**src/inc/pcss_pkg.sv**
```systemverilog
package pcss_pkg;

    localparam int unsigned PHASE_W = 3;

    // Default event phases and phase limits
    localparam logic [2:0] DEF_RELEASE_PHASE = 3'h4;
    localparam logic [2:0] DEF_TRISTATE_PHASE = 3'h5;
    localparam logic [2:0] DEF_WRITE_PHASE = 3'h6;
    localparam logic [2:0] DEF_LOCK_PHASE = 3'h1;
    localparam logic [2:0] DEF_MATCH_PHASE = 3'h1;
    localparam logic [2:0] FIRST_PROG_PHASE = 3'h1;
    localparam logic [2:0] LAST_PROG_PHASE = 3'h6;
    localparam logic [2:0] FINAL_PHASE = 3'h7;

    // Register offsets
    localparam logic [3:0] CFG_OFFS = 4'h0;
    localparam logic [3:0] CTRL_OFFS = 4'h1;
    localparam logic [3:0] STAT_OFFS = 4'h2;

    // Configuration register fields
    localparam int unsigned CFG_RELEASE_LSB = 0;
    localparam int unsigned CFG_TRISTATE_LSB = 4;
    localparam int unsigned CFG_WRITE_LSB = 8;
    localparam int unsigned CFG_LOCK_LSB = 12;
    localparam int unsigned CFG_MATCH_LSB = 16;
    localparam int unsigned CFG_LOCK_EN_BIT = 20;
    localparam int unsigned CFG_MATCH_EN_BIT = 21;
    localparam int unsigned CFG_DRIVE_BIT = 22;
    localparam logic [31:0] CFG_RESET = 32'h0001_1654;

    // Control register fields
    localparam int unsigned CTRL_FRAMES_BIT = 0;
    localparam int unsigned CTRL_START_BIT = 1;

    // Status register fields
    localparam int unsigned STAT_PHASE_LSB = 0;
    localparam int unsigned STAT_RELEASED_BIT = 4;
    localparam int unsigned STAT_PIN_BIT = 5;
    localparam int unsigned STAT_WRITE_BIT = 6;
    localparam int unsigned STAT_TRISTATE_BIT = 7;
    localparam int unsigned STAT_EOS_BIT = 8;
    localparam int unsigned STAT_MATCH_BIT = 9;
    localparam int unsigned STAT_LOCK_BIT = 10;
    localparam int unsigned STAT_FRAMES_BIT = 11;

    typedef struct packed {
        logic [3:0]  addr;
        logic [31:0] wdata;
        logic        wr;
        logic        rd;
    } pcss_req_t;

    typedef struct packed {
        logic global_write_enable;
        logic global_io_tristate;
        logic end_of_startup;
    } pcss_glob_t;

endpackage

```
**src/logic/pcss_sequencer.sv**
```systemverilog
// Chosen here: the address-and-strobe port and the register addresses.
`timescale 1ns/1ns
// What this block does
// - Startup begins only after frames loaded and a start command arrives.
// - Sequencer steps through eight phases numbered zero to seven.
// - Phase of every event except end-of-startup is software-programmable.
// - Optional stall in a chosen phase 1-6 until clock managers lock.
// - Optional stall in a chosen phase 1-6 until impedance controllers match.
// - Global write enable asserts in a programmable phase from 1 to 6.
// - Global tri-state deasserts in a programmable phase from 1 to 6.
// - End-of-startup always asserts in phase seven.
// - Defaults: release pin phase 4, tri-state off 5, write enable 6.
// - Enabled lock/match waits gate pin release, tri-state and write enable.
// - After pin release, no advance until the pin is sampled High.
// - Completion pin is open-drain by default; active drive is optional.
// - Pin-released flag shows own drive state, not the pin level.
// - Write enable low inhibits all synchronous storage from updating.
// - Tri-state high disables all user I/O drivers.
// - End-of-startup marks complete configuration and startup.
// - Match flag asserts only when every impedance controller matched.
// - Lock flag reads asserted unless a lock wait is in use.
module pcss_sequencer
(
    input  wire logic              sys_clk,
    input  wire logic              srst,
    input  wire pcss_pkg::pcss_req_t bus_req,
    output logic [31:0]            bus_rdata,
    input  wire logic [3:0]        cm_locked,
    input  wire logic [3:0]        ic_matched,
    input  wire logic              done_pin_in,
    output logic                   done_pin_out,
    output logic                   done_pin_oe,
    output pcss_pkg::pcss_glob_t   glob
);
    import pcss_pkg::*;

    typedef enum logic [1:0] {ST_IDLE, ST_RUN, ST_DONE} pcss_state_t;

    pcss_state_t       state_q;
    logic [2:0]        phase_q;
    logic [31:0]       cfg_q;
    logic              frames_q;
    logic              released_q;
    logic              gwe_q;
    logic              gts_q;
    logic              eos_q;
    logic [2:0]        pin_sync_q;
    logic              pin_high_q;
    logic [31:0]       rdata_q;

    logic [2:0] rel_ph;
    logic [2:0] ts_ph;
    logic [2:0] we_ph;
    logic [2:0] lk_ph;
    logic [2:0] mt_ph;
    logic       lock_en;
    logic       match_en;
    logic       drive_en;
    logic       all_locked;
    logic       all_matched;
    logic       lock_flag;
    logic       stall;
    logic       start_cmd;
    logic       gates_ok;

    assign rel_ph   = cfg_q[CFG_RELEASE_LSB +: 3];
    assign ts_ph    = cfg_q[CFG_TRISTATE_LSB +: 3];
    assign we_ph    = cfg_q[CFG_WRITE_LSB +: 3];
    assign lk_ph    = cfg_q[CFG_LOCK_LSB +: 3];
    assign mt_ph    = cfg_q[CFG_MATCH_LSB +: 3];
    assign lock_en  = cfg_q[CFG_LOCK_EN_BIT];
    assign match_en = cfg_q[CFG_MATCH_EN_BIT];
    assign drive_en = cfg_q[CFG_DRIVE_BIT];

    assign all_locked  = &cm_locked;
    assign all_matched = &ic_matched;
    assign lock_flag   = lock_en ? all_locked : 1'b1;

    assign start_cmd = bus_req.wr && (bus_req.addr == CTRL_OFFS)
                       && bus_req.wdata[CTRL_START_BIT];

    // Waits block the phase they sit in and every later one
    assign gates_ok = (!lock_en || all_locked || phase_q < lk_ph)
                      && (!match_en || all_matched || phase_q < mt_ph);

    always_comb
    begin
        stall = 1'b0;
        if (lock_en && phase_q == lk_ph && !all_locked)
        begin
            stall = 1'b1;
        end
        if (match_en && phase_q == mt_ph && !all_matched)
        begin
            stall = 1'b1;
        end
        // Release phase itself holds, so the step after release waits for the pin
        if ((released_q || (phase_q >= rel_ph && gates_ok)) && !pin_high_q)
        begin
            stall = 1'b1;
        end
    end

    // Configuration; phases outside 1-6 would break ordering, so writes replace them with phase 1
    always_ff @(posedge sys_clk)
    begin
        if (srst)
        begin
            cfg_q <= CFG_RESET;
        end
        else if (bus_req.wr && bus_req.addr == CFG_OFFS && state_q == ST_IDLE)
        begin
            cfg_q <= bus_req.wdata;
            for (int i = 0; i < 5; i++)
            begin
                if (bus_req.wdata[4*i +: 3] < FIRST_PROG_PHASE
                    || bus_req.wdata[4*i +: 3] > LAST_PROG_PHASE)
                begin
                    cfg_q[4*i +: 3] <= FIRST_PROG_PHASE;
                end
            end
        end
    end

    always_ff @(posedge sys_clk)
    begin
        if (srst)
        begin
            frames_q <= 1'b0;
        end
        else if (bus_req.wr && bus_req.addr == CTRL_OFFS && state_q == ST_IDLE)
        begin
            frames_q <= bus_req.wdata[CTRL_FRAMES_BIT];
        end
    end

    // Pin level passes three flops; change counts when last two agree
    always_ff @(posedge sys_clk)
    begin
        if (srst)
        begin
            pin_sync_q <= 3'h0;
            pin_high_q <= 1'b0;
        end
        else
        begin
            pin_sync_q <= {pin_sync_q[1:0], done_pin_in};
            if (pin_sync_q[2] == pin_sync_q[1])
            begin
                pin_high_q <= pin_sync_q[2];
            end
        end
    end

    always_ff @(posedge sys_clk)
    begin
        if (srst)
        begin
            state_q <= ST_IDLE;
            phase_q <= 3'h0;
        end
        else
        begin
            unique case (state_q)
                ST_IDLE:
                begin
                    if (start_cmd && frames_q)
                    begin
                        state_q <= ST_RUN;
                    end
                end
                ST_RUN:
                begin
                    if (phase_q == FINAL_PHASE)
                    begin
                        state_q <= ST_DONE;
                    end
                    else if (!stall)
                    begin
                        phase_q <= phase_q + 3'h1;
                    end
                end
                ST_DONE:
                begin
                    state_q <= ST_DONE;
                end
            endcase
        end
    end

    // Events latch once their phase is reached; all but end-of-startup also wait for gates to allow
    always_ff @(posedge sys_clk)
    begin
        if (srst)
        begin
            released_q <= 1'b0;
            gwe_q      <= 1'b0;
            gts_q      <= 1'b1;
            eos_q      <= 1'b0;
        end
        else if (state_q == ST_RUN)
        begin
            if (phase_q >= rel_ph && gates_ok)
            begin
                released_q <= 1'b1;
            end
            if (phase_q >= ts_ph && gates_ok)
            begin
                gts_q <= 1'b0;
            end
            if (phase_q >= we_ph && gates_ok)
            begin
                gwe_q <= 1'b1;
            end
            if (phase_q == FINAL_PHASE)
            begin
                eos_q <= 1'b1;
            end
        end
    end

    // Write enable low holds fabric storage; tri-state high holds user I/O off
    assign glob.global_write_enable = gwe_q;
    assign glob.global_io_tristate  = gts_q;
    assign glob.end_of_startup      = eos_q;

    // Open-drain: drive Low until released; active drive pushes High after
    assign done_pin_out = released_q;
    assign done_pin_oe  = !released_q || drive_en;

    always_ff @(posedge sys_clk)
    begin
        if (srst)
        begin
            rdata_q <= 32'h0000_0000;
        end
        else if (bus_req.rd)
        begin
            rdata_q <= 32'h0000_0000;
            unique case (bus_req.addr)
                CFG_OFFS:  rdata_q <= cfg_q;
                CTRL_OFFS: rdata_q[CTRL_FRAMES_BIT] <= frames_q;
                STAT_OFFS:
                begin
                    rdata_q[STAT_PHASE_LSB +: 3] <= phase_q;
                    rdata_q[STAT_RELEASED_BIT]   <= released_q;
                    rdata_q[STAT_PIN_BIT]        <= pin_high_q;
                    rdata_q[STAT_WRITE_BIT]      <= gwe_q;
                    rdata_q[STAT_TRISTATE_BIT]   <= gts_q;
                    rdata_q[STAT_EOS_BIT]        <= eos_q;
                    rdata_q[STAT_MATCH_BIT]      <= all_matched;
                    rdata_q[STAT_LOCK_BIT]       <= lock_flag;
                    rdata_q[STAT_FRAMES_BIT]     <= frames_q;
                end
                default: rdata_q <= 32'h0000_0000;
            endcase
        end
    end

    assign bus_rdata = rdata_q;
endmodule

```
**config.mk**
```make
export PLATFORM = sky130hd
export DESIGN_NAME = pcss_sequencer
export DESIGN_NICKNAME = d
export VERILOG_FILES = /design/src/inc/pcss_pkg.sv /design/src/logic/pcss_sequencer.sv
export SDC_FILE = /design/constraint.sdc
export NUM_CORES = 1
export LEC_CHECK = 0
export ABC_AREA = 1
export BUFFER_PORTS_ARGS = -buffer_cell sky130_fd_sc_hd__clkbuf_2
export CORE_AREA = 2 2 85 87
export DETAILED_ROUTE_END_ITERATION = 8
export DIE_AREA = 0 0 87 89
export PLACE_DENSITY_LB_ADDON = 0.25
export RECOVER_POWER = 50
export SYNTH_ARGS = -nofsm -noshare
export SYNTH_HDL_FRONTEND = slang
export SYNTH_SLANG_ARGS = --single-unit
```
**constraint.sdc**
```tcl
create_clock -name sys_clk -period 2.05 [get_ports sys_clk]
set_input_delay 0.205 -clock sys_clk [delete_from_list [all_inputs] [get_ports sys_clk]]
set_output_delay 0.205 -clock sys_clk [all_outputs]
set_load 0.03 [all_outputs]
```
After elaboration in Yosys (flattened, before gate mapping)
Cells that the tools add are included.
W data, S select, Z words.
- flip-flop bits (word level): 78
- logic and storage cells: 98
- order comparisons: 15
- mux-type cells: 17
- bitwise operators: 2
- $add $sub $neg: 1
- reductions and logical operators: 42
- equality and inequality tests: 10
- operator list (cell ; number):
    $mux W20 ; 1
    $pmux W8 S2 ; 1
    $gt A3 B3 Y1 const B ; 5
    $logic_and A1 B1 Y1 ; 15
    $lt A3 B1 Y1 const B ; 5
    $mux W3 ; 5
    $logic_or A1 B1 Y1 ; 11
    $reduce_and A2 Y1 ; 5
    $ge A3 B3 Y1 ; 3
    $reduce_and A4 Y1 ; 2
    $eq A3 B3 Y1 ; 2
    $logic_not A1 Y1 ; 6
    $lt A3 B3 Y1 ; 2
    $pmux W2 S3 ; 1
    $mux W1 ; 5
    $eq A4 B1 Y1 const B ; 1
    $eq A4 B2 Y1 const B ; 1
    $logic_not A4 Y1 ; 1
    $mux W2 ; 2
    $pmux W2 S2 ; 1
    $add A3 B1 Y3 const B ; 1
    $eq A3 B3 Y1 const B ; 1
    $pmux W1 S3 ; 1
    $reduce_and A3 Y1 ; 1
    7 further kinds ; 8

Longest topological paths before layout
Gate-level depths: netlist (run 1).
- depth in word-level cells: 10
- gate-level depth with buffers: 12
- mapped depth without buffers: 12

Worst setup path after synthesis (run 1)
OpenSTA, ideal clock, no wires.
- path type: register to register
- start: register phase_q[1]
- end: register phase_q[1]
- clock period less this slack: 1.537 ns
- data required time: 1.935 ns
- setup time: 0.115 ns
- stages on the path, launching flop included: 9
- data arrival time: 1.422 ns
- slack: 0.513 ns
- cells stage by stage: dfxtp_1 -> ha_1 -> ha_1 -> nor2_1 -> o21ai_0 -> a21oi_1 -> nand3_1 -> nand2_1 -> nor2_1
- cells in the longest elaborated chain, start to end: 9
- elaborated cells on any way between the ends: 23
- those cells by class: add/sub (1); order compare (3); eq/ne (3); mux (3); bitwise (2); reduce/logical (11)
- RTL lines (item ; RTL line ; text):
    start, declared ; pcss_sequencer.sv:40 ; logic [2:0] phase_q;
    start signal, assigned ; pcss_sequencer.sv:180 ; phase_q <= phase_q + 3'h1;
    $lt A3 B3 Y1 (on tied branches) ; pcss_sequencer.sv:83, pcss_sequencer.sv:84 ;
    $logic_or A1 B1 Y1 (on tied branches) ; pcss_sequencer.sv:83, pcss_sequencer.sv:84 ;
    $logic_and A1 B1 Y1 ; pcss_sequencer.sv:84 ; && (!match_en || all_matched || phase_q < mt_ph);
    $logic_and A1 B1 Y1 ; pcss_sequencer.sv:98 ; if ((released_q || (phase_q >= rel_ph && gates_ok)) && !pin_high_q)
    $logic_or A1 B1 Y1 ; pcss_sequencer.sv:98 ;
    $logic_and A1 B1 Y1 ; pcss_sequencer.sv:98 ;
    $mux W1 ; pcss_sequencer.sv:98 ;
    $not A1 Y1 (no line) ; -- ;
    $reduce_and A3 Y1 (no line) ; -- ;
Several ways; a longest one is shown, not always the timed one.
A chain may end at the register's enable or synchronous reset.

Worst setup path in the final report (run 1)
- start: register phase_q[1]
- end: register phase_q[0]
- cells in the longest elaborated chain, start to end: 9
- elaborated cells on any way between the ends: 22
- those cells by class: order compare (3); eq/ne (3); mux (3); bitwise (2); reduce/logical (11)
- RTL lines (item ; RTL line):
    $lt A3 B3 Y1 (on tied branches) ; pcss_sequencer.sv:83, pcss_sequencer.sv:84
    $logic_or A1 B1 Y1 (on tied branches) ; pcss_sequencer.sv:83, pcss_sequencer.sv:84
    $logic_and A1 B1 Y1 ; pcss_sequencer.sv:84
    $logic_and A1 B1 Y1 ; pcss_sequencer.sv:98
    $logic_or A1 B1 Y1 ; pcss_sequencer.sv:98
    $logic_and A1 B1 Y1 ; pcss_sequencer.sv:98
    $mux W1 ; pcss_sequencer.sv:98
    $not A1 Y1 (no line) ; --
    $reduce_and A3 Y1 (no line) * ; --
Every way passes the cells marked *; elsewhere a longest branch is shown, timed or not.

==> run_results.csv, run 1 <==
group,metric,value,unit
clocking,cts_root_buffer,"clkbuf_8",
drt,drt-total-wl,8.36,mm
min_path,hold_path.class,"in -> reg",
worst_setup_path,cp-start-kind,"register",
placed_design,place_ws,0.233,ns
placed_design,hpwl,6.02,mm
clocking,post-cts-setup-buffers,0,
flow_run,drv_cap,0,
worst_setup_path,reg2reg_depth,8,
worst_setup_path,crit_fanout,8,
worst_setup_path,crit_path_top_delay_cell,"dfxtp_1",
die,die_w,87,um
worst_setup_path,r2r_start,"phase_q[1]",
clocking,clock_latency,0.34,ns
die,core,0.00672,mm2
global_routing,grt_max_degree,36,
clocking,cts_tree,"done",
cells_and_area,drive_gt1_share,15.0,%
worst_setup_path,criticalPathCategory,"reg -> reg",
timing,worstMarginPinSlew,1.16,ns
global_routing,grt_overflow_total,0,
synthesis,synth_warnings,0,
worst_setup_path,reg2reg_to,"phase_q[0]",
synthesis,yosys-top-cells-area,"dfxtp_1 44%, a21oi_1 10%, nand2_1 8.5%",
synthesis,synth_cell_types,26,
synthesis,seq_area_frac_synth,44.3,%
worst_setup_path,crit_buf_inv,0,
drt,drc,0,
drt,vias_per_cell,5.23,
timing,post-route-period-util,91.2,%
cells_and_area,stdcell_area,0.00408,mm2
timing,finalSetupViolCount,0,
pwr,total_power,0.00350,W
synthesis,synthesis.nets,528,
worst_setup_path,crit_end,"phase_q[0]",
die,std_cell_rows,30,
pwr,ir_drop,0.461,mV
placed_design,placed_area,0.00395,mm2
cells_and_area,final_cell_mix,"80 x nand2_1, 78 x dfxtp_1, 72 x a21oi_1",
worst_setup_path,crit_chain,"ha_1 > ha_1 > nor2_1 > o21ai_0 > a21oi_1 > nand3_1 > nand2_1 > nor2_1",
clocking,clk_pin_slew,0.08,ns
synthesis,ys_ff_latch,78,
timing,worst_slack,0.181,ns
cells_and_area,multi_input_area,0.00158,mm2
global_routing,antenna_found_initial,0,
cells_and_area,syn2layout_area_growth,15.8,%
global_routing,grt_pass1_wl,13.6,mm
cells_and_area,seqCellArea,0.00156,mm2
worst_setup_path,critPathTopFamily,"compound AO/OA/AOI/OAI gates",
die,die_h,89,um
drt,drt_first_pass_iters,4,
synthesis,yosysTopAreaCellShare,44.3,%
placed_design,gp_congestion,0.872,
die,die_area,0.00774,mm2
global_routing,grt_pass1_vias,2958,
synthesis,syn_area_per_cell,7.66,um2
worst_setup_path,crit_cells,8,
global_routing,grtUsageTotal,22.4,%
die,io_pins,86,
timing,clock.fmax,535,MHz
clocking,cts_resized,0,
pwr,leakage,1.79,nW
synthesis,netlist.top_cell.by_area,"dfxtp_1",
drt,num_vias,3238,
clocking,numCtsBuffers,9,
drt,antenna_left,0,
timing,finalCriticalPeriod,1.87,ns
clocking,clock_path_buffers,2,
timing,rsz0062_at_grt,"no",
clocking,hold_buffers,0,
placed_design,dp_cells,604,
die,initial_core_util,52.5,%
cells_and_area,num-nets-final,603,
worst_setup_path,crit_start,"phase_q[1]",
worst_setup_path,cp.required,2.29,ns
cells_and_area,antennaDiodeCount,0,
timing,final.setup_skew,0.00680,ns
clocking,cts-htree-levels,3,
synthesis,postSynthCellCount,460,
status,status,"complete, no violations",
drt,wl_per_cell,13.5,um
worst_setup_path,endpoint_kind,"register",
pwr,p_per_area,858,mW/mm2
cells_and_area,fill_cells,654,
worst_setup_path,r2r_setup_slack,0.18,ns
drt,drt_iter0_markers,159,
worst_setup_path,crit_path_max_incr_delay,0.41,ns
placed_design,io_buffers,85,
timing,finalSetupTns,0,ns
cells_and_area,layout.cells.non_filler,619,
timing,slew_viol_final,0,
timing,hold_viol,0,
synthesis,syn_area,0.00352,mm2
worst_setup_path,cp.arrival,2.11,ns
timing,max-slew-margin-rel,22.5,%
clocking,clock-sinks,78,
cells_and_area,layout_commonest_cell,"nand2_1",
[tightest hold or removal path, cell delays in order]
cell,delay (ns)
clkbuf_2,0.08
inv_1,0.04
nor2_1,0.03
[worst min path at each step]
stage	from	endpoint	slack, ns	cells after the start
floorplan	done_pin_in	pin_sync_q[0]	0.31	2
global placement	pin_sync_q[0]	pin_sync_q[1]	0.39	2
detailed placement	pin_sync_q[0]	pin_sync_q[1]	0.40	2
CTS	done_pin_in	pin_sync_q[0]	0.03	3
global route	done_pin_in	pin_sync_q[0]	0.08	3
finish	done_pin_in	pin_sync_q[0]	0.05	3
[cells by family (layout without fill, tap and decap cells)]
kind of cell | count (synthesis) | after routing | synth area share, %
flops | 78 | 78 | 44.3
buf+inv | 88 | 167 | 10.9
compound gates | 145 | 145 | 22.3
fa+ha+maj | 19 | 19 | 6.74
simple gates | 130 | 130 | 15.8
[area by class of cell]
cell class              count  area share, %
clock inverters             5          0.858
multi-input cells         294           38.7
inverters                  61           5.64
repair buffers             91           10.8
flip-flops and latches     78           38.3
well taps                  80           2.45
clock buffers              10           3.37
[state kept, by name, summed over array words and instances (netlist names)]
name	flops
gwe_q	1
pin_sync_q	3
pin_high_q	1
state_q	2
gts_q	1
cfg_q	32
phase_q	3
frames_q	1
eos_q	1
done_pin_out	1
bus_rdata	32
[Yosys cell counts]
| master | n |
|---|---|
| a211oi_1 | 1 |
| dfxtp_1 | 78 |
| a21boi_0 | 3 |
| inv_1 | 59 |
| nand2_1 | 80 |
| nand3b_1 | 3 |
| buf_4 | 3 |
| nand3_1 | 13 |
| buf_2 | 3 |
| o221ai_1 | 7 |
| nand4_1 | 1 |
| o211ai_1 | 4 |
| nor2_1 | 29 |
| nor2_4 | 1 |
| and3_1 | 1 |
| ha_1 | 19 |
| a211oi_2 | 1 |
| clkbuf_1 | 14 |
| buf_6 | 5 |
| a21oi_1 | 72 |
| nand3_4 | 2 |
| buf_1 | 2 |
| o21bai_1 | 2 |
| o21ai_0 | 55 |
| inv_2 | 1 |
| inv_4 | 1 |
[layer usage]
layer	track usage [%]	share of wire, %	up-vias
met5	0	0	-
met4	7.95	1.5	0
met3	3.42	4.9	11
met2	37.4	48	84
met1	29.7	46	1480
li1	-	-	1663
[metrics by stage]
| stage | hold WS (ns) | util [%] |
|---|---|---|
| after floorplan | 0.312 | - |
| after global placement | 0.394 | 58.8 |
| after detailed placement | 0.400 | 58.8 |
| after CTS | 0.0350 | 61.4 |
| after global routing | 0.0811 | 60.7 |
| final | 0.0461 | 60.7 |
[power by group]
| part | internal, W | total [W] | leakage [nW] | switching [W] |
|---|---|---|---|---|
| combinational | 0.000298 | 0.000798 | 1.07 | 0.000500 |
| sequential | 0.00161 | 0.00168 | 0.636 | 0.0000789 |
| clock | 0.000468 | 0.00102 | 0.0885 | 0.000554 |
No activity file was read; power rests on OpenSTA's default activity.
==> run 2, diff against run 1 <==
--- a/config.mk
+++ b/config.mk
@@ -8,7 +8,7 @@
 export ABC_AREA = 1
 export BUFFER_PORTS_ARGS = -buffer_cell sky130_fd_sc_hd__clkbuf_2
-export CORE_AREA = 2 2 85 87
+export CORE_AREA = 2 2 83 85
 export DETAILED_ROUTE_END_ITERATION = 8
-export DIE_AREA = 0 0 87 89
+export DIE_AREA = 0 0 85 87
 export PLACE_DENSITY_LB_ADDON = 0.25
 export RECOVER_POWER = 50
==> constraint.sdc (replaced) <==
create_clock -name sys_clk -period 2.2 [get_ports sys_clk]
set_input_delay 0.11 -clock sys_clk [delete_from_list [all_inputs] [get_ports sys_clk]]
set_output_delay 0.11 -clock sys_clk [all_outputs]
set_load 0.03 [all_outputs]
==> run 2 against run 1 <==
Die area fell by 4.5%. Combinational power is 3.6% lower. First-iteration DRC count is 25% higher.
==> run_results.csv, run 2 (synthesis gave the netlist of run 1 again) <==
group,metric,value,unit
placed_design,gp_congestion,0.846,
worst_setup_path,cp-start-kind,"register",
pwr,pwr-share-seq,44.3,%
die,std_cell_rows,30,
timing,max-slew-margin-rel,42.6,%
pwr,total_power,0.00354,W
clocking,clock_latency,0.36,ns
timing,clock.fmax,560,MHz
pwr,total_switching_power,0.00111,W
placed_design,placed_area,0.00395,mm2
worst_setup_path,crit_fanout,8,
timing,slew_viol_final,0,
die,die_h,87,um
drt,num_vias,3270,
status,status,"complete, no violations",
drt,drt_iter0_markers,198,
timing,finalCriticalPeriod,1.79,ns
die,die_w,85,um
global_routing,grtUsageTotal,24.0,%
global_routing,grt_max_degree,48,
die,io_pins,86,
global_routing,grt_pass1_wl,14.1,mm
global_routing,grt_overflow_total,0,
cells_and_area,syn2layout_area_growth,20.1,%
cells_and_area,stdcell_area,0.00423,mm2
pwr,power_frac_clock,33.9,%
timing,finalSetupViolCount,0,
cells_and_area,num-nets-final,614,
cells_and_area,antennaDiodeCount,0,
drt,drt-total-wl,8.36,mm
clocking,numCtsBuffers,9,
pwr,p_per_area,835,mW/mm2
worst_setup_path,criticalPathCategory,"reg -> reg",
clocking,clk_pin_slew,0.08,ns
worst_setup_path,cp.required,2.45,ns
drt,drc,0,
clocking,cts_tree,"done",
drt,drt_first_pass_iters,4,
pwr,p_sw_share,31.3,%
min_path,hold_path.class,"in -> reg",
pwr,ir_drop,0.545,mV
pwr,pwr-share-comb,21.7,%
timing,post-route-period-util,81.2,%
worst_setup_path,cp.arrival,2.04,ns
clocking,cts_resized,0,
timing,finalSetupTns,0,ns
timing,worstMarginPinSlew,0.861,ns
timing,rsz0062_at_grt,"no",
pwr,leakage,1.85,nW
timing,hold_viol,0,
clocking,cts_root_buffer,"clkbuf_8",
clocking,post-cts-setup-buffers,0,
cells_and_area,layout_commonest_cell,"nand2_1",
global_routing,grt_pass1_vias,3130,
clocking,hold_buffers,12,
drt,wl_per_cell,13.2,um
placed_design,hpwl,5.82,mm
drt,antenna_left,0,
clocking,clock_path_buffers,2,
cells_and_area,drive_gt1_share,13.6,%
pwr,power.internal,0.00243,W
die,die_area,0.00740,mm2
clocking,clock-sinks,78,
drt,vias_per_cell,5.18,
clocking,cts-htree-levels,3,
global_routing,antenna_found_initial,0,
flow_run,drv_cap,0,
die,initial_core_util,53.7,%
placed_design,io_buffers,85,
cells_and_area,final_cell_mix,"80 x nand2_1, 78 x dfxtp_1, 72 x a21oi_1",
timing,final.setup_skew,0.00832,ns
worst_setup_path,endpoint_kind,"register",
die,core,0.00657,mm2
## run 2: routing by layer
metal | vias to the layer above | part of all wire [%] | wire length, um | track usage [%]
met2 | 100 | 47 | 3890 | 39.1
li1 | 1682 | - | - | -
met4 | 0 | 2.2 | 183 | 10.4
met5 | - | 0 | 0 | 0
met3 | 15 | 5.7 | 476 | 4.36
met1 | 1473 | 46 | 3810 | 31.2
## run 2: critical path, cell delays in order, from the launching register on
cell     delay, ns
dfxtp_1       0.56
ha_1          0.34
a21oi_1       0.17
nand3_1       0.10
nand3_1       0.09
nand2_1       0.06
nand2_1       0.15
nand3_1       0.09
nand2_1       0.08
nor2_1        0.04
## run 2: layout make-up
| cell class | count | area (um2) |
|---|---|---|
| Fill cell | 611 | 2330 |
| Clock buffer | 9 | 124 |
| Inverter | 61 | 231 |
| Multi-Input combinational cell | 294 | 1570 |
| Timing Repair Buffer | 102 | 551 |
| Clock inverter | 7 | 96.3 |
| Sequential cell | 78 | 1560 |
| Tap cell | 80 | 100 |
## run 2: power by group through the flow
stage          logic [W]  registers, W  clock network (W)
4_1_cts         0.000778       0.00157            0.00120
6_report        0.000769       0.00157            0.00120
3_5_place_dp    0.000753       0.00160                  0
3_3_place_gp    0.000718       0.00159                  0
5_1_grt         0.000882       0.00158            0.00127
2_1_floorplan   0.000490       0.00164                  0
## run 2: metrics by stage
| step | util [%] | hold slack (ns) | std cells | setup WS, ns |
|---|---|---|---|---|
| floorplan | - | 0.217 | 460 | 0.663 |
| global placement | 60.1 | 0.310 | 603 | 0.521 |
| detailed placement | 60.1 | 0.308 | 603 | 0.459 |
| CTS | 65.3 | 0.00561 | 631 | 0.449 |
| global route | 64.5 | 0.0116 | 631 | 0.208 |
| finish | 64.5 | 0.00482 | 631 | 0.414 |
## run 2: final timing paths
| kind | startpoint | end | slack (ns) | depth (start not counted) |
|---|---|---|---|---|
| worst max-delay path | phase_q[2] | phase_q[1] | 0.41 | 9 |
| worst max register to register | phase_q[2] | phase_q[1] | 0.41 | 9 |
| worst min-delay path | bus_req[5] | cfg_q[3] | 0.005 | 3 |
| worst min register to register | pin_sync_q[0] | pin_sync_q[1] | 0.41 | 2 |
